<file path="config.mk">
export PLATFORM = sky130hd
export DESIGN_NAME = dma_channel_trigger_event_control
export DESIGN_NICKNAME = d
export VERILOG_FILES = /design/src/hdl/dma_trig_pkg.sv /design/src/hdl/dma_channel_trigger_event_control.sv
export SDC_FILE = /design/constraint.sdc
export NUM_CORES = 1
export LEC_CHECK = 0
export BUFFER_PORTS_ARGS = -buffer_cell sky130_fd_sc_hd__buf_2
export CELL_PAD_IN_SITES_DETAIL_PLACEMENT = 1
export CELL_PAD_IN_SITES_GLOBAL_PLACEMENT = 1
export CORE_AREA = 2 2 290 263
export DETAILED_ROUTE_END_ITERATION = 7
export DIE_AREA = 0 0 292 265
export PLACE_DENSITY_LB_ADDON = 0.1
export SLEW_MARGIN = 20
export SYNTH_ARGS = -nofsm -noshare
export SYNTH_HDL_FRONTEND = slang
export SYNTH_SLANG_ARGS = --single-unit
</file>
<file path="constraint.sdc">
create_clock -name mclk -period 8.5 [get_ports mclk]
set_input_delay 1.275 -clock mclk [delete_from_list [all_inputs] [get_ports mclk]]
set_output_delay 1.275 -clock mclk [all_outputs]
set_load 0.03 [all_outputs]
</file>
<file path="src/hdl/dma_trig_pkg.sv">
package dma_trig_pkg;
  // Channel geometry
  localparam int NUM_CHANNELS = 8;
  localparam int NUM_EVENT_CHANNELS = 4;
  localparam int CHAN_W = 3;
  // Register byte offsets
  localparam logic [7:0] CHANNEL_SELECT_OFFSET = 8'h3c;
  localparam logic [7:0] CHANNEL_ENABLE_OFFSET = 8'h40;
  localparam logic [7:0] CONTROL_OFFSET = 8'h44;
  localparam logic [7:0] SUSPEND_STATUS_OFFSET = 8'h48;
  localparam logic [7:0] IRQ_STATUS_OFFSET = 8'h50;
  localparam logic [7:0] IRQ_MASK_OFFSET = 8'h54;
  // Control register field positions
  localparam int CMD_LSB = 24;
  localparam int TRIG_GRAN_LSB = 22;
  localparam int TRIG_SRC_LSB = 8;
  localparam int PRIO_LSB = 5;
  localparam int EVENT_OUTPUT_ENABLE_BIT = 4;
  localparam int EVENT_INPUT_ENABLE_BIT = 3;
  localparam int EVENT_INPUT_ACTION_LSB = 0;
  localparam logic [31:0] CONTROL_RESET = 32'h0000_0000;
  // Command codes
  localparam logic [1:0] CMD_NONE = 2'h0;
  localparam logic [1:0] CMD_SUSPEND = 2'h1;
  localparam logic [1:0] CMD_RESUME = 2'h2;
  // Trigger granularity codes
  localparam logic [1:0] GRAN_BLOCK = 2'h0;
  localparam logic [1:0] GRAN_RSVD = 2'h1;
  localparam logic [1:0] GRAN_BEAT = 2'h2;
  localparam logic [1:0] GRAN_TRANSACTION = 2'h3;
  // Trigger source map limits
  localparam logic [5:0] SRC_NONE = 6'h00;
  localparam logic [5:0] SRC_SERIAL_LAST = 6'h0a;
  localparam logic [5:0] SRC_TIMER_LAST = 6'h24;
  localparam logic [5:0] SRC_CONV_READY = 6'h25;
  localparam logic [5:0] SRC_DAC1_EMPTY = 6'h27;
  localparam logic [5:0] SRC_CIPHER_WR = 6'h2c;
  localparam logic [5:0] SRC_CIPHER_RD = 6'h2d;
  localparam int NUM_PERIPH_REQ = 46;
  // Event action codes
  localparam logic [2:0] EVENT_INPUT_ACTION_NONE = 3'h0;
  localparam logic [2:0] EVENT_INPUT_ACTION_TRANSFER = 3'h1;
  localparam logic [2:0] EVENT_INPUT_ACTION_COND_TRIGGER = 3'h2;
  localparam logic [2:0] EVENT_INPUT_ACTION_COND_BLOCK = 3'h3;
  localparam logic [2:0] EVENT_INPUT_ACTION_SUSPEND = 3'h4;
  localparam logic [2:0] EVENT_INPUT_ACTION_RESUME = 3'h5;
  localparam logic [2:0] EVENT_INPUT_ACTION_SKIP_SUSPEND = 3'h6;
  // AXI responses
  localparam logic [1:0] RESP_OKAY = 2'h0;
  localparam logic [1:0] RESP_SLVERR = 2'h2;
endpackage : dma_trig_pkg

</file>
<file path="src/hdl/dma_channel_trigger_event_control.sv">
`timescale 1ns/1ps
`default_nettype none
module dma_channel_trigger_event_control
  import dma_trig_pkg::*;
(
  // Clock and reset
  input wire logic mclk,
  input wire logic rst_n,
  // AXI4-Lite write address and data
  input wire logic [7:0] s_axi_awaddr,
  input wire logic s_axi_awvalid,
  output logic s_axi_awready,
  input wire logic [31:0] s_axi_wdata,
  input wire logic [3:0] s_axi_wstrb,
  input wire logic s_axi_wvalid,
  output logic s_axi_wready,
  // AXI4-Lite write response
  output logic [1:0] s_axi_bresp,
  output logic s_axi_bvalid,
  input wire logic s_axi_bready,
  // AXI4-Lite read
  input wire logic [7:0] s_axi_araddr,
  input wire logic s_axi_arvalid,
  output logic s_axi_arready,
  output logic [31:0] s_axi_rdata,
  output logic [1:0] s_axi_rresp,
  output logic s_axi_rvalid,
  input wire logic s_axi_rready,
  // Peripheral requests and event system (asynchronous)
  input wire logic [NUM_PERIPH_REQ-1:0] periph_req,
  input wire logic [NUM_EVENT_CHANNELS-1:0] event_in,
  // Output-event conditions from descriptor logic (same clock)
  input wire logic [NUM_CHANNELS-1:0] event_out_cond,
  // Toward the transfer engine and arbiter
  output logic [NUM_CHANNELS-1:0] channel_trigger,
  output logic [NUM_CHANNELS*2-1:0] trigger_granularity,
  output logic [NUM_CHANNELS-1:0] channel_suspended,
  output logic [NUM_CHANNELS*3-1:0] event_action_pulse,
  output logic [NUM_EVENT_CHANNELS-1:0] event_out,
  output logic [CHAN_W-1:0] top_priority_channel,
  output logic top_priority_valid,
  // Interrupt
  output logic irq
);

  typedef struct packed {
    logic [NUM_CHANNELS-1:0][31:0] ctrl;
    logic [NUM_CHANNELS-1:0] enable;
    logic [NUM_CHANNELS-1:0] suspend_flag;
    logic [NUM_CHANNELS-1:0] flag;
    logic [NUM_CHANNELS-1:0] mask;
    logic [CHAN_W-1:0] sel;
    logic aw_held;
    logic [7:0] aw_addr;
    logic w_held;
    logic [31:0] w_data;
    logic [3:0] w_strb;
    logic bvalid;
    logic [1:0] bresp;
    logic rvalid;
    logic [31:0] rdata;
    logic [1:0] rresp;
    logic [NUM_PERIPH_REQ-1:0] req_s1;
    logic [NUM_PERIPH_REQ-1:0] req_s2;
    logic [NUM_PERIPH_REQ-1:0] req_prev;
    logic [NUM_EVENT_CHANNELS-1:0] ev_s1;
    logic [NUM_EVENT_CHANNELS-1:0] ev_s2;
    logic [NUM_EVENT_CHANNELS-1:0] ev_prev;
    logic [NUM_CHANNELS-1:0] trig;
    logic [NUM_CHANNELS*3-1:0] act;
    logic [NUM_EVENT_CHANNELS-1:0] evo;
  } state_t;

  state_t state_reg;
  state_t state_next;
  logic [NUM_PERIPH_REQ-1:0] req_rise;
  logic [NUM_EVENT_CHANNELS-1:0] ev_rise;
  logic [NUM_CHANNELS-1:0] chan_valid_src;
  logic [NUM_CHANNELS-1:0] suspend_flag_set;
  logic [NUM_CHANNELS-1:0] resume_set;

  assign req_rise = state_reg.req_s2 & ~state_reg.req_prev;
  assign ev_rise = state_reg.ev_s2 & ~state_reg.ev_prev;

  // Legal trigger source per channel; reserved codes never trigger
  genvar gi;
  generate
    for (gi = 0; gi < NUM_CHANNELS; gi++) begin : g_src
      logic [5:0] src;
      assign src = state_reg.ctrl[gi][TRIG_SRC_LSB +: 6];
      assign chan_valid_src[gi] = (src != SRC_NONE) &&
        ((src <= SRC_DAC1_EMPTY) || (src == SRC_CIPHER_WR) ||
         (src == SRC_CIPHER_RD)) && (src < 6'(NUM_PERIPH_REQ));
    end
  endgenerate

  // Register read mux
  function automatic logic [31:0] read_word(input state_t s, input logic [7:0] addr,
                                            output logic bad);
    logic [31:0] val;
    val = 32'h0000_0000;
    bad = 1'b0;
    unique case (addr)
      CHANNEL_SELECT_OFFSET: val[CHAN_W-1:0] = s.sel;
      CHANNEL_ENABLE_OFFSET: val[0] = s.enable[s.sel];
      CONTROL_OFFSET: begin
        val = s.ctrl[s.sel];
        val[CMD_LSB +: 2] = CMD_NONE; // Command reads back as idle
      end
      SUSPEND_STATUS_OFFSET: val[NUM_CHANNELS-1:0] = s.suspend_flag;
      IRQ_STATUS_OFFSET: val[NUM_CHANNELS-1:0] = s.flag;
      IRQ_MASK_OFFSET: val[NUM_CHANNELS-1:0] = s.mask;
      default: bad = 1'b1;
    endcase
    return val;
  endfunction

  // Next-state logic: bus slave, per-channel control, triggers, events
  always_comb begin
    logic wr_go;
    logic rd_bad;
    logic [31:0] wd;
    logic [31:0] old;
    logic [31:0] merged;
    logic [31:0] keep;
    logic [1:0] cmd;
    logic [2:0] ea;
    logic [5:0] src;
    logic [1:0] gran;
    wr_go = 1'b0;
    rd_bad = 1'b0;
    wd = 32'h0000_0000;
    old = 32'h0000_0000;
    merged = 32'h0000_0000;
    keep = 32'h0000_0000;
    cmd = CMD_NONE;
    ea = EVENT_INPUT_ACTION_NONE;
    src = SRC_NONE;
    gran = GRAN_BLOCK;
    suspend_flag_set = '0;
    resume_set = '0;
    state_next = state_reg;

    // Two-flop synchronisers, then edge history on the second stage
    state_next.req_s1 = periph_req;
    state_next.req_s2 = state_reg.req_s1;
    state_next.req_prev = state_reg.req_s2;
    state_next.ev_s1 = event_in;
    state_next.ev_s2 = state_reg.ev_s1;
    state_next.ev_prev = state_reg.ev_s2;

    // Write channel: capture address and data in either order
    if (s_axi_awvalid && !state_reg.aw_held) begin
      state_next.aw_held = 1'b1;
      state_next.aw_addr = s_axi_awaddr;
    end
    if (s_axi_wvalid && !state_reg.w_held) begin
      state_next.w_held = 1'b1;
      state_next.w_data = s_axi_wdata;
      state_next.w_strb = s_axi_wstrb;
    end
    wr_go = state_reg.aw_held && state_reg.w_held && !state_reg.bvalid;
    if (state_reg.bvalid && s_axi_bready) begin
      state_next.bvalid = 1'b0;
    end

    // Per-channel triggers and event actions, default idle
    state_next.trig = '0;
    state_next.act = '0;
    state_next.evo = '0;
    for (int c = 0; c < NUM_CHANNELS; c++) begin
      src = state_reg.ctrl[c][TRIG_SRC_LSB +: 6];
      gran = state_reg.ctrl[c][TRIG_GRAN_LSB +: 2];
      // Reserved granularity starts nothing
      if (state_reg.enable[c] && !state_reg.suspend_flag[c] && chan_valid_src[c] &&
          gran != GRAN_RSVD && req_rise[src]) begin
        state_next.trig[c] = 1'b1;
      end
      if (c < NUM_EVENT_CHANNELS) begin
        ea = state_reg.ctrl[c][EVENT_INPUT_ACTION_LSB +: 3];
        if (state_reg.ctrl[c][EVENT_INPUT_ENABLE_BIT] && ev_rise[c]) begin
          unique case (ea)
            EVENT_INPUT_ACTION_SUSPEND: suspend_flag_set[c] = 1'b1;
            EVENT_INPUT_ACTION_RESUME: resume_set[c] = 1'b1;
            EVENT_INPUT_ACTION_TRANSFER, EVENT_INPUT_ACTION_COND_TRIGGER, EVENT_INPUT_ACTION_COND_BLOCK, EVENT_INPUT_ACTION_SKIP_SUSPEND:
              state_next.act[c*3 +: 3] = ea;
            default: state_next.act[c*3 +: 3] = EVENT_INPUT_ACTION_NONE;
          endcase
        end
        state_next.evo[c] = state_reg.ctrl[c][EVENT_OUTPUT_ENABLE_BIT] && event_out_cond[c];
      end
    end

    // Register write, after the write address and data are both held
    if (wr_go) begin
      state_next.aw_held = 1'b0;
      state_next.w_held = 1'b0;
      state_next.bvalid = 1'b1;
      state_next.bresp = RESP_OKAY;
      for (int b = 0; b < 4; b++) begin
        keep[b*8 +: 8] = {8{state_reg.w_strb[b]}};
      end
      wd = state_reg.w_data;
      unique case (state_reg.aw_addr)
        CHANNEL_SELECT_OFFSET: begin
          if (state_reg.w_strb[0]) begin
            state_next.sel = wd[CHAN_W-1:0];
          end
        end
        CHANNEL_ENABLE_OFFSET: begin
          if (state_reg.w_strb[0]) begin
            state_next.enable[state_reg.sel] = wd[0];
          end
        end
        CONTROL_OFFSET: begin
          old = state_reg.ctrl[state_reg.sel];
          merged = (wd & keep) | (old & ~keep);
          // While enabled only command and priority move; the rest is locked
          if (state_reg.enable[state_reg.sel]) begin
            merged = old;
            if (state_reg.w_strb[0]) begin
              merged[PRIO_LSB +: 2] = wd[PRIO_LSB +: 2];
            end
            if (state_reg.w_strb[3]) begin
              merged[CMD_LSB +: 2] = wd[CMD_LSB +: 2];
            end
          end
          cmd = merged[CMD_LSB +: 2];
          merged[CMD_LSB +: 2] = CMD_NONE; // Command is an action, not stored
          if (state_reg.sel >= CHAN_W'(NUM_EVENT_CHANNELS)) begin
            merged[EVENT_INPUT_ACTION_LSB +: 5] = 5'h00;
          end
          // Unused bit positions stay zero
          merged[31:26] = 6'h00;
          merged[21:14] = 8'h00;
          merged[7] = 1'b0;
          state_next.ctrl[state_reg.sel] = merged;
          if (state_reg.w_strb[3]) begin
            unique case (cmd)
              CMD_SUSPEND: suspend_flag_set[state_reg.sel] = 1'b1;
              CMD_RESUME: resume_set[state_reg.sel] = 1'b1;
              default: ;
            endcase
          end
        end
        IRQ_STATUS_OFFSET: begin
          if (state_reg.w_strb[0]) begin
            state_next.flag = state_reg.flag & ~wd[NUM_CHANNELS-1:0];
          end
        end
        IRQ_MASK_OFFSET: begin
          if (state_reg.w_strb[0]) begin
            state_next.mask = wd[NUM_CHANNELS-1:0];
          end
        end
        SUSPEND_STATUS_OFFSET: ;
        default: state_next.bresp = RESP_SLVERR;
      endcase
    end

    // Suspend state and sticky flag; a set beats a same-cycle clear
    state_next.suspend_flag = (state_next.suspend_flag & ~resume_set) | suspend_flag_set;
    state_next.flag = state_next.flag | suspend_flag_set;

    // Read channel: one outstanding read
    if (s_axi_arvalid && !state_reg.rvalid) begin
      state_next.rvalid = 1'b1;
      state_next.rdata = read_word(state_reg, s_axi_araddr, rd_bad);
      state_next.rresp = rd_bad ? RESP_SLVERR : RESP_OKAY;
      if (rd_bad) begin
        state_next.rdata = 32'h0000_0000;
      end
    end else if (state_reg.rvalid && s_axi_rready) begin
      state_next.rvalid = 1'b0;
    end
  end

  // Single state register
  always_ff @(posedge mclk or negedge rst_n) begin
    if (!rst_n) begin
      state_reg <= '0;
    end else begin
      state_reg <= state_next;
    end
  end

  // Highest enabled level wins, lowest channel breaks ties
  always_comb begin
    logic [1:0] best;
    best = 2'h0;
    top_priority_valid = 1'b0;
    top_priority_channel = '0;
    for (int c = 0; c < NUM_CHANNELS; c++) begin
      if (state_reg.enable[c] && !state_reg.suspend_flag[c] &&
          (!top_priority_valid ||
           state_reg.ctrl[c][PRIO_LSB +: 2] > best)) begin
        top_priority_valid = 1'b1;
        top_priority_channel = CHAN_W'(c);
        best = state_reg.ctrl[c][PRIO_LSB +: 2];
      end
    end
  end

  // Output wiring
  always_comb begin
    for (int c = 0; c < NUM_CHANNELS; c++) begin
      trigger_granularity[c*2 +: 2] = state_reg.ctrl[c][TRIG_GRAN_LSB +: 2];
    end
  end
  assign channel_trigger = state_reg.trig;
  assign channel_suspended = state_reg.suspend_flag;
  assign event_action_pulse = state_reg.act;
  assign event_out = state_reg.evo;
  assign irq = |(state_reg.flag & state_reg.mask);
  assign s_axi_awready = !state_reg.aw_held;
  assign s_axi_wready = !state_reg.w_held;
  assign s_axi_bvalid = state_reg.bvalid;
  assign s_axi_bresp = state_reg.bresp;
  assign s_axi_arready = !state_reg.rvalid;
  assign s_axi_rvalid = state_reg.rvalid;
  assign s_axi_rdata = state_reg.rdata;
  assign s_axi_rresp = state_reg.rresp;

endmodule : dma_channel_trigger_event_control
`default_nettype wire

</file>
==> results.yml, run 1 <==
logic_synthesis:
  synth.area.top_cells: "dfrtp_1 (52%), mux4_2 (11%), buf_4 (3.9%)"
  syn_area_per_cell_um2: 11.49
  synth_cell_type_count: 71
  synth.cell_area_um2: 18430
  synth-async-reset-ratio: 1.000
  synth_top_cell_area_share: 0.5173
  ys_seq_area_frac: 0.5173
  synth-edff-count: 0
  netlist.top_cell.by_area: "dfrtp_1"
  synth_seq_cells: 381
  ys_warn_count: 0
  syn_inst: 1604
  synth_top_flop_cell: "dfrtp_1"
worst_hold_path:
  whs_path_depth: 0
  hp-class: "register to register"
finish:
  mostFrequentLayoutCells: "dfrtp_1 (380), nand2_1 (189), buf_2 (170)"
  finalNetCount: 1927
  layout_commonest_cell: "dfrtp_1"
  synthToLayoutAreaGrowth_pct: 21.63
  largest_reg_flops: 165
  final-instance-count-excl-fill: 2811
  final_area_um2: 22420
  layout-drive-gt1-share: 0.3257
worst_setup_path:
  cpPeakStageDelay_ns: 0.41
  crit_cells: 57
  rr_worst_depth: 6
  worst_path_most_repeated_cell: "buf_4"
  crit_buf_inv: 49
  cp-start-kind: "register"
  critPathTopFamily: "buffers and inverters"
  critPathArrivalTime_ns: 8.47
  criticalPathCategory: "register to output pin"
  crit_slowest_cell: "dfrtp_1"
  worstPathMaxFanout: 4
  crit_required_ns: 7.22
  end_kind: "output pin"
timing:
  post-route-min-period_ns: 9.747
  period_share: 1.147
  rsz0062_at_grt: "true"
  slew_headroom: 0.2451
  setup_violations: 3
  fmax_mhz: 102.6
  slew_violations: 0
  skew_ns: 0.03317
  setup_slack_ns: -1.247
  tightestPinTransition_ns: 1.101
  hold_viol: 0
floorplanning:
  start_util: 0.2481
  rows: 95
  die_w_um: 292
  ioPinCount: 223
  core_um2: 74290
  dieArea_um2: 77380
  die_y_um: 265
route:
  drtPass1Iterations: 5
  num_vias: 13738
  wl_per_cell_um: 24.22
  wl_met2_um: 28970
  drtIter0Drc: 925
  wl_met1_um: 33670
  drc: 0
  routed.top_layer: "met4"
  viasPerCell: 4.887
  drt-total-wl_um: 68080
  route.met3.wl_um: 4071
  antenna_left: 0
placed_design:
  placed_area_um2: 20110
  place_inst: 2648
  portBuffers: 174
  post-dp-hpwl_um: 46360
  gp_congestion: 0.7783
cts:
  cts-root-buf: "clkbuf_16"
  clk_latency_ns: 0.60
  cts_tree: "done"
  cts_sinks: 381
  ctsHoldBuffers: 0
  h-tree-depth: 2
  clockBufferDepth: 3
  numCtsBuffers: 47
  clkTransAtPathRegs_ns: 0.06
power_and_ir_drop:
  powerDensity_nw_per_um2: 220.8
  ir_drop_mv: 0.1117
  p_leak_nw: 9.732
global_route:
  grt_overflow: 0
  grt_pass1_vias: 14747
  globalRouteTotalUtil: 0.1769
  antenna_found_initial: 3
  grt_pass1_wl_um: 102200
  grt_max_degree: 168
status:
  violations: "setup timing"
  outcome: "finished, violations left"
job:
  maxCapViolCount: 0
-- cell usage after synthesis (29+ instances only) --
cell type and number:
dfrtp_1 381, nand2_1 192, o21ai_0 138, buf_4 96
mux4_2 92, nor2_1 73, a22oi_1 69, clkbuf_1 60
mux2_2 50, nand2b_1 41, a21oi_1 38, nor2b_1 34
inv_1 29
-- metrics by stage --
step | power, W | setup slack (ns) | util | hold slack, ns | TNS [ns]
CTS | 0.005044 | -0.9213 | 0.3003 | 0.3483 | -2.654
floorplan | 0.002550 | -0.1926 | - | 0.3312 | -0.4353
global route | 0.005188 | -1.506 | 0.3017 | 0.3540 | -4.408
global placement | 0.002889 | -0.6222 | 0.2706 | 0.3334 | -1.794
finish | 0.004951 | -1.247 | 0.3018 | 0.3474 | -3.210
detailed placement | 0.002905 | -0.7910 | 0.2706 | 0.3363 | -2.317
-- logic make-up after synthesis --
| logic type | synth area share |
|---|---|
| adders and majority gates | 0.006788 |
| muxes | 0.1544 |
| buffers and inverters | 0.06707 |
| AOI/OAI and AO/OA | 0.1269 |
| DFF | 0.5173 |
| and+or+nand+nor | 0.1274 |
| other | 0.0002035 |
-- area by class of cell --
type	instances	area (µm²)
Antenna cell	2	5.005
Sequential cell	381	9535
Clock inverter	20	177.7
Tap cell	970	1214
Multi-Input combinational cell	1032	8013
Clock buffer	68	1436
Inverter	29	108.9
Fill cell	8159	51870
Timing Repair Buffer	309	1929
-- path summary, 6_finish.rpt --
path | start | end | slack, ns
setup / recovery | channel_suspended[0]$_DFF_PN0_ | top_priority_channel[0] | -1.25
hold / removal | state_next[121]$_DFF_PN0_ | state_next[75]$_DFF_PN0_ | 0.35
setup reg to reg | state_reg[272]$_DFFE_PN0P_ | g_src[4].src[3]$_DFFE_PN0P_ | 4.88
hold reg to reg | state_next[121]$_DFF_PN0_ | state_next[75]$_DFF_PN0_ | 0.35
max in group asynchronous | rst_n | state_reg[238]$_DFFE_PN0P_ | 6.39
min in group asynchronous | rst_n | state_next[132]$_DFF_PN0_ | 0.66
-- repair_timing --
item	CTS	global route
resized for setup	23	11
buffers inserted	67	11
pin swaps	33	18
cloned	0	0
endpoints found under the setup margin	3	3
-- power by group --
part	internal, W	leakage (nW)	switching, W	total, W
combinational	0.000281	4.04	0.000476	0.000757
sequential	0.00195	4.89	0.000158	0.00211
clock	0.00124	0.806	0.000846	0.00208
total	0.00347	9.73	0.00148	0.00495
-- routing by layer --
layer  GRT usage  vias to the layer above
met5           0                        -
met4     0.04361                        0
met3     0.03941                       80
met2      0.2550                      393
met1      0.2660                     7184
li1            -                     6081
Note: power is estimated with default switching activity, not from simulation.
==> run 2, diff against run 1 <==
==> constraint.sdc (replaced) <==
create_clock -name mclk -period 8.5 [get_ports mclk]
set_input_delay 1.275 -clock mclk [delete_from_list [all_inputs] [get_ports mclk]]
set_output_delay 1.275 -clock mclk [all_outputs]
set_load 0.01 [all_outputs]
==> results.yml, run 2 (synthesized netlist as in run 1, its figures left out) <==
status:
  outcome: "finished, violations left"
  violations: "setup timing"
timing:
  setup_violations: 3
  slew_headroom: 0.2583
  hold_viol: 0
  slew_violations: 0
  fmax_mhz: 104.5
  period_share: 1.126
  setup_slack_ns: -1.068
  skew_ns: 0.01764
  rsz0062_at_grt: "true"
  tightestPinTransition_ns: 1.082
  post-route-min-period_ns: 9.568
  tns_ns: -3.015
route:
  wl_per_cell_um: 24.29
  drc: 0
  drtPass1Iterations: 4
  drtIter0Drc: 928
  antenna_left: 0
  num_vias: 13659
  drt-total-wl_um: 68140
  viasPerCell: 4.870
finish:
  largest_reg_flops: 165
  multi_input_area_um2: 8029
  finalNetCount: 1926
  layout-drive-gt1-share: 0.3213
  mostFrequentLayoutCells: "dfrtp_1 (380), nand2_1 (189), buf_2 (173)"
  layout_commonest_cell: "dfrtp_1"
  final-instance-count-excl-fill: 2805
  regArea_um2: 9535
  n_fill_cell: 8125
  synthToLayoutAreaGrowth_pct: 21.52
cts:
  numCtsBuffers: 47
  cts-root-buf: "clkbuf_16"
  h-tree-depth: 2
  clockBufferDepth: 3
  clkTransAtPathRegs_ns: 0.06
  clk_latency_ns: 0.61
  cts_tree: "done"
  cts_sinks: 381
worst_hold_path:
  hp-class: "register to register"
global_route:
  grt_overflow: 0
  globalRouteTotalUtil: 0.1776
  grt_max_degree: 150
  grt_pass1_wl_um: 102700
  grt_pass1_vias: 14651
  antenna_found_initial: 0
worst_setup_path:
  cp-start-kind: "register"
  end_kind: "output pin"
  criticalPathCategory: "register to output pin"
  crit_buf_inv: 49
  crit_required_ns: 7.22
  r2r_end: "trigger_granularity[2]$_DFFE_PN0P_"
  r2r_start: "state_reg[272]$_DFFE_PN0P_"
  endpoint: "top_priority_channel[0]"
  critPathArrivalTime_ns: 8.29
  cpPeakStageDelay_ns: 0.37
  critPathTopFamily: "buffers and inverters"
  worst_path_most_repeated_cell: "buf_4"
  critPathLaunch: "state_reg[297]$_DFFE_PN0P_"
  rr_worst_depth: 6
  reg2reg_setup_slack_ns: 5.07
  crit_cells: 57
  worstPathMaxFanout: 3
  crit_slowest_cell: "dfrtp_1"
power_and_ir_drop:
  p_leak_nw: 9.719
  sequentialPowerShare: 0.430
  ir_drop_mv: 0.1240
  p_int_w: 0.003490
  pwr-share-comb: 0.145
  powerDensity_nw_per_um2: 220.1
  power.share.clock: 0.425
  swShare: 0.2920
  power.switching_w: 0.001439
floorplanning:
  core_um2: 74290
  dieArea_um2: 77380
  rows: 95
  die_y_um: 265
  start_util: 0.2481
  die_w_um: 292
  ioPinCount: 223
placed_design:
  portBuffers: 174
  place_inst: 2647
  post-place-ws_ns: -0.6989
  post-dp-hpwl_um: 46450
  gp_congestion: 0.8091
job:
  maxCapViolCount: 0
==> run 2: changes by cell type in the layout (fill, tap and decap cells not counted), moves of 2 or more <==
| cell | change |
|---|---|
| clkbuf_1 | +3 |
| bufinv_16 | +2 |
| clkbuf_8 | -4 |
| buf_6 | -4 |
| buf_2 | +3 |
| clkinv_2 | -4 |
==> run 2: layout make-up <==
class,instances,share of cell area
well taps,970,0.05419
clock inverters,16,0.008994
flip-flops and latches,381,0.4257
clock buffers,67,0.06218
diodes,2,0.0002235
inverters,29,0.004860
repair buffers,308,0.08536
multi-input cells,1032,0.3585
==> run 2: power groups by stage <==
stage | registers (W) | logic (W) | clock network (W)
4_1_cts | 0.00212 | 0.000724 | 0.00218
3_3_place_gp | 0.00215 | 0.000707 | 0
3_5_place_dp | 0.00216 | 0.000717 | 0
5_1_grt | 0.00215 | 0.000779 | 0.00226
6_report | 0.00212 | 0.000715 | 0.00209
2_1_floorplan | 0.00206 | 0.000454 | 0
==> run 2: metrics by stage <==
stage / area (µm²) / util / hold slack [ns] / total power, W
finish: 22400 / 0.3015 / 0.3431 / 0.004929
floorplan: 18620 / - / 0.3312 / 0.002515
global placement: 20080 / 0.2703 / 0.3345 / 0.002859
CTS: 22350 / 0.3008 / 0.3475 / 0.005028
global route: 22390 / 0.3014 / 0.3581 / 0.005192
detailed placement: 20090 / 0.2705 / 0.3363 / 0.002873
==> run 2: what timing repair did <==
item / CTS / global route
pin swaps: 15 / 6
hold buffers: 0 / 0
endpoints found under the setup margin: 3 / 3
gates resized for setup: 26 / 7
buffers inserted: 73 / 4
==> run 2: worst min path at each step <==
stage / endpoint / startpoint / depth (start not counted)
after floorplan: state_next[36]$_DFF_PN0_ / state_next[40]$_DFF_PN0_ / 0
after global placement: state_next[57]$_DFF_PN0_ / state_next[103]$_DFF_PN0_ / 0
after detailed placement: state_next[36]$_DFF_PN0_ / state_next[40]$_DFF_PN0_ / 0
after CTS: state_next[51]$_DFF_PN0_ / state_next[97]$_DFF_PN0_ / 0
after global routing: state_next[56]$_DFF_PN0_ / state_next[102]$_DFF_PN0_ / 0
final: state_next[51]$_DFF_PN0_ / state_next[97]$_DFF_PN0_ / 0
==> run 2: metal layers <==
layer  wire [µm]  GRT usage  part of all wire
met1       34050     0.2654              0.50
met2       29190     0.2597              0.43
met3        3759    0.04050             0.055
met4        1145    0.03873             0.017
met5           0          0                 0
==> run 3, diff against run 2 <==
--- a/config.mk
+++ b/config.mk
@@ -5,13 +5,15 @@
 export SDC_FILE = /design/constraint.sdc
 export NUM_CORES = 1
 export LEC_CHECK = 0
+export ABC_AREA = 1
 export BUFFER_PORTS_ARGS = -buffer_cell sky130_fd_sc_hd__buf_2
 export CELL_PAD_IN_SITES_DETAIL_PLACEMENT = 1
 export CELL_PAD_IN_SITES_GLOBAL_PLACEMENT = 1
-export CORE_AREA = 2 2 290 263
+export CORE_AREA = 2 2 293 266
 export DETAILED_ROUTE_END_ITERATION = 7
-export DIE_AREA = 0 0 292 265
+export DIE_AREA = 0 0 295 268
 export PLACE_DENSITY_LB_ADDON = 0.1
+export SKIP_LAST_GASP = 1
 export SLEW_MARGIN = 20
 export SYNTH_ARGS = -nofsm -noshare
 export SYNTH_HDL_FRONTEND = slang
==> results.yml, run 3 <==
status:
  outcome: "finished, violations left"
  violations: "setup timing"
placed_design:
  place_inst: 3323
  gp_congestion: 0.8763
  post-dp-hpwl_um: 57380
  portBuffers: 174
  post-place-ws_ns: -0.8209
global_route:
  met2_usage: 0.2789
  globalRouteTotalUtil: 0.1926
  grt_max_degree: 128
  met3_usage: 0.02953
  grt_pass1_wl_um: 114500
  grt_pass1_vias: 17176
  antenna_found_initial: 1
  busiest_layer: "met1"
  grt_overflow: 0
  use_met1: 0.2984
timing:
  skew_ns: 0.03038
  hold_viol: 0
  rsz0062_at_grt: "true"
  period_share: 1.056
  tns_ns: -1.327
  fmax_mhz: 111.4
  setup_violations: 3
  setup_slack_ns: -0.4766
  tightestPinTransition_ns: 1.373
  slew_headroom: 0.07608
  post-route-min-period_ns: 8.977
  slew_violations: 0
finish:
  antenna_cells: 0
  n_fill_cell: 8920
  layout-drive-gt1-share: 0.1981
  mostFrequentLayoutCells: "dfrtp_1 (381), nand2_1 (321), inv_1 (264)"
  regArea_um2: 9534
  synthToLayoutAreaGrowth_pct: 21.26
  layout_commonest_cell: "dfrtp_1"
  multi_input_area_um2: 7666
  final-instance-count-excl-fill: 3447
  finalNetCount: 2509
  largest_reg_flops: 165
cts:
  clockBufferDepth: 3
  cts-root-buf: "clkbuf_16"
  numCtsBuffers: 47
  clkTransAtPathRegs_ns: 0.06
  clk_latency_ns: 0.61
  cts_sinks: 381
  h-tree-depth: 2
  cts_tree: "done"
logic_synthesis:
  syn_inst: 2221
  netlist.top_cell.by_area: "dfrtp_1"
  synth-async-reset-ratio: 1.000
  yosysMostFrequentCell: "dfrtp_1"
  ys_seq_area_frac: 0.5066
  synth_simple_gate_area_frac: 0.1540
  ys_warn_count: 0
  synth_xor_area_frac: 0
  synth.area.top_cells: "dfrtp_1 (51%), nand2_1 (6.8%), o21ai_0 (6.2%)"
  synth_top_flop_cell: "dfrtp_1"
  synth_compound_gate_area_share: 0.2070
  synth_top_family_by_area: "compound AO/OA/AOI/OAI gates"
  synth_mux_area_frac: 0.01257
  synth.cell_area_um2: 18820
  synth_top_cell_area_share: 0.5066
  syn_area_per_cell_um2: 8.473
  synth_seq_cells: 381
  synth_fa_ha_area_frac: 0.006648
  yosys-top-cells-count: "dfrtp_1 (381), nand2_1 (339), inv_1 (271)"
  synth-edff-count: 0
  synth_cell_type_count: 53
worst_hold_path:
  hp-class: "register to register"
floorplanning:
  start_util: 0.2483
  die_y_um: 268
  core_um2: 75790
  rows: 96
  dieArea_um2: 79060
  die_w_um: 295
  ioPinCount: 223
power_and_ir_drop:
  p_leak_nw: 10.04
  ir_drop_mv: 0.1184
  powerDensity_nw_per_um2: 226.0
route:
  drtIter0Drc: 1465
  drt-total-wl_um: 76850
  num_vias: 16923
  drtPass1Iterations: 5
  viasPerCell: 4.909
  antenna_left: 0
  drc: 0
  wl_per_cell_um: 22.29
worst_setup_path:
  worst_path_most_repeated_cell: "nand2_2"
  critPathArrivalTime_ns: 7.70
  criticalPathCategory: "register to output pin"
  end_kind: "output pin"
  cp-start-kind: "register"
  crit_slowest_cell: "dfrtp_1"
  crit_required_ns: 7.22
  worstPathMaxFanout: 4
  cpPeakStageDelay_ns: 0.41
job:
  maxCapViolCount: 0
run 3: changes by cell type in the layout (fill, tap and decap cells not counted), moves of 68 or more:
| cell | previous run | this run |
|---|---|---|
| o21ai_1 | 22 | 96 |
| mux4_2 | 92 | 0 |
| a21oi_1 | 36 | 104 |
| nor2_1 | 67 | 176 |
| nand2_1 | 189 | 321 |
| o21ai_0 | 133 | 226 |
| inv_1 | 28 | 264 |
| o22ai_1 | 7 | 83 |
| a22oi_1 | 69 | 0 |
run 3: where the power goes:
group	internal [W]	switching (W)
clock	0.00132	0.000847
combinational	0.000249	0.000669
sequential	0.00196	0.000106
total	0.00354	0.00162
run 3: per-stage QoR:
| step | hold WS, ns | instance area (µm²) | power (W) | util |
|---|---|---|---|---|
| 2_1_floorplan | 0.3312 | 18930 | 0.002588 | - |
| 3_3_place_gp | 0.3315 | 20440 | 0.002979 | 0.2696 |
| 3_5_place_dp | 0.3356 | 20460 | 0.002995 | 0.2699 |
| 4_1_cts | 0.3444 | 22550 | 0.005232 | 0.2975 |
| 5_1_grt | 0.3560 | 22820 | 0.005409 | 0.3011 |
| 6_report | 0.3419 | 22820 | 0.005158 | 0.3011 |
run 3: final timing paths:
path	start	end	slack, ns	cells after the start
max	channel_suspended[0]$_DFF_PN0_	top_priority_channel[2]	-0.48	55
min	state_next[120]$_DFF_PN0_	state_next[74]$_DFF_PN0_	0.34	0
max reg2reg	state_reg[270]$_DFFE_PN0P_	trigger_granularity[14]$_DFFE_PN0P_	4.70	10
min reg2reg	state_next[120]$_DFF_PN0_	state_next[74]$_DFF_PN0_	0.34	0
max in group asynchronous	rst_n	state_reg[238]$_DFFE_PN0P_	6.39	2
min in group asynchronous	rst_n	state_next[113]$_DFF_PN0_	0.69	1
run 3: critical path, delay by kind of cell (launching register included):
kind	cells	cell delay, ns
AND/OR/NAND/NOR	30	2.85
adder cells (fa/ha/maj)	7	1.58
flip-flops	1	0.41
buffers and inverters	9	0.76
AO/OA/AOI/OAI	9	1.47
run 3: logic make-up (layout without fill, tap and decap cells):
family / after synthesis / in the layout
compound gates: 657 / 657
flops: 381 / 381
mux: 21 / 21
buf+inv: 467 / 635
fa+ha+maj: 10 / 10
simple gates: 684 / 684
other cells: 1 / 30
run 3: repair_timing:
item / 4_1_cts / 5_1_grt
pin swaps: 30 / 43
hold buffers: 0 / 0
setup endpoints to repair: 3 / 3
resized for setup: 53 / 43
buffers inserted: 33 / 7
run 3: area by class of cell:
| type | instances | share of cell area |
|---|---|---|
| Sequential cell | 381 | 0.4178 |
| Multi-Input combinational cell | 1402 | 0.3359 |
| Timing Repair Buffer | 261 | 0.06941 |
| Clock buffer | 63 | 0.05905 |
| Tap cell | 1029 | 0.05642 |
| Inverter | 289 | 0.04765 |
| Clock inverter | 22 | 0.01376 |
run 3: layer usage:
metal  vias up  wire length, µm
met4         0             1280
met5         -                0
met1      8647            39320
met2       470            32160
met3        74             4091
li1       7732                -
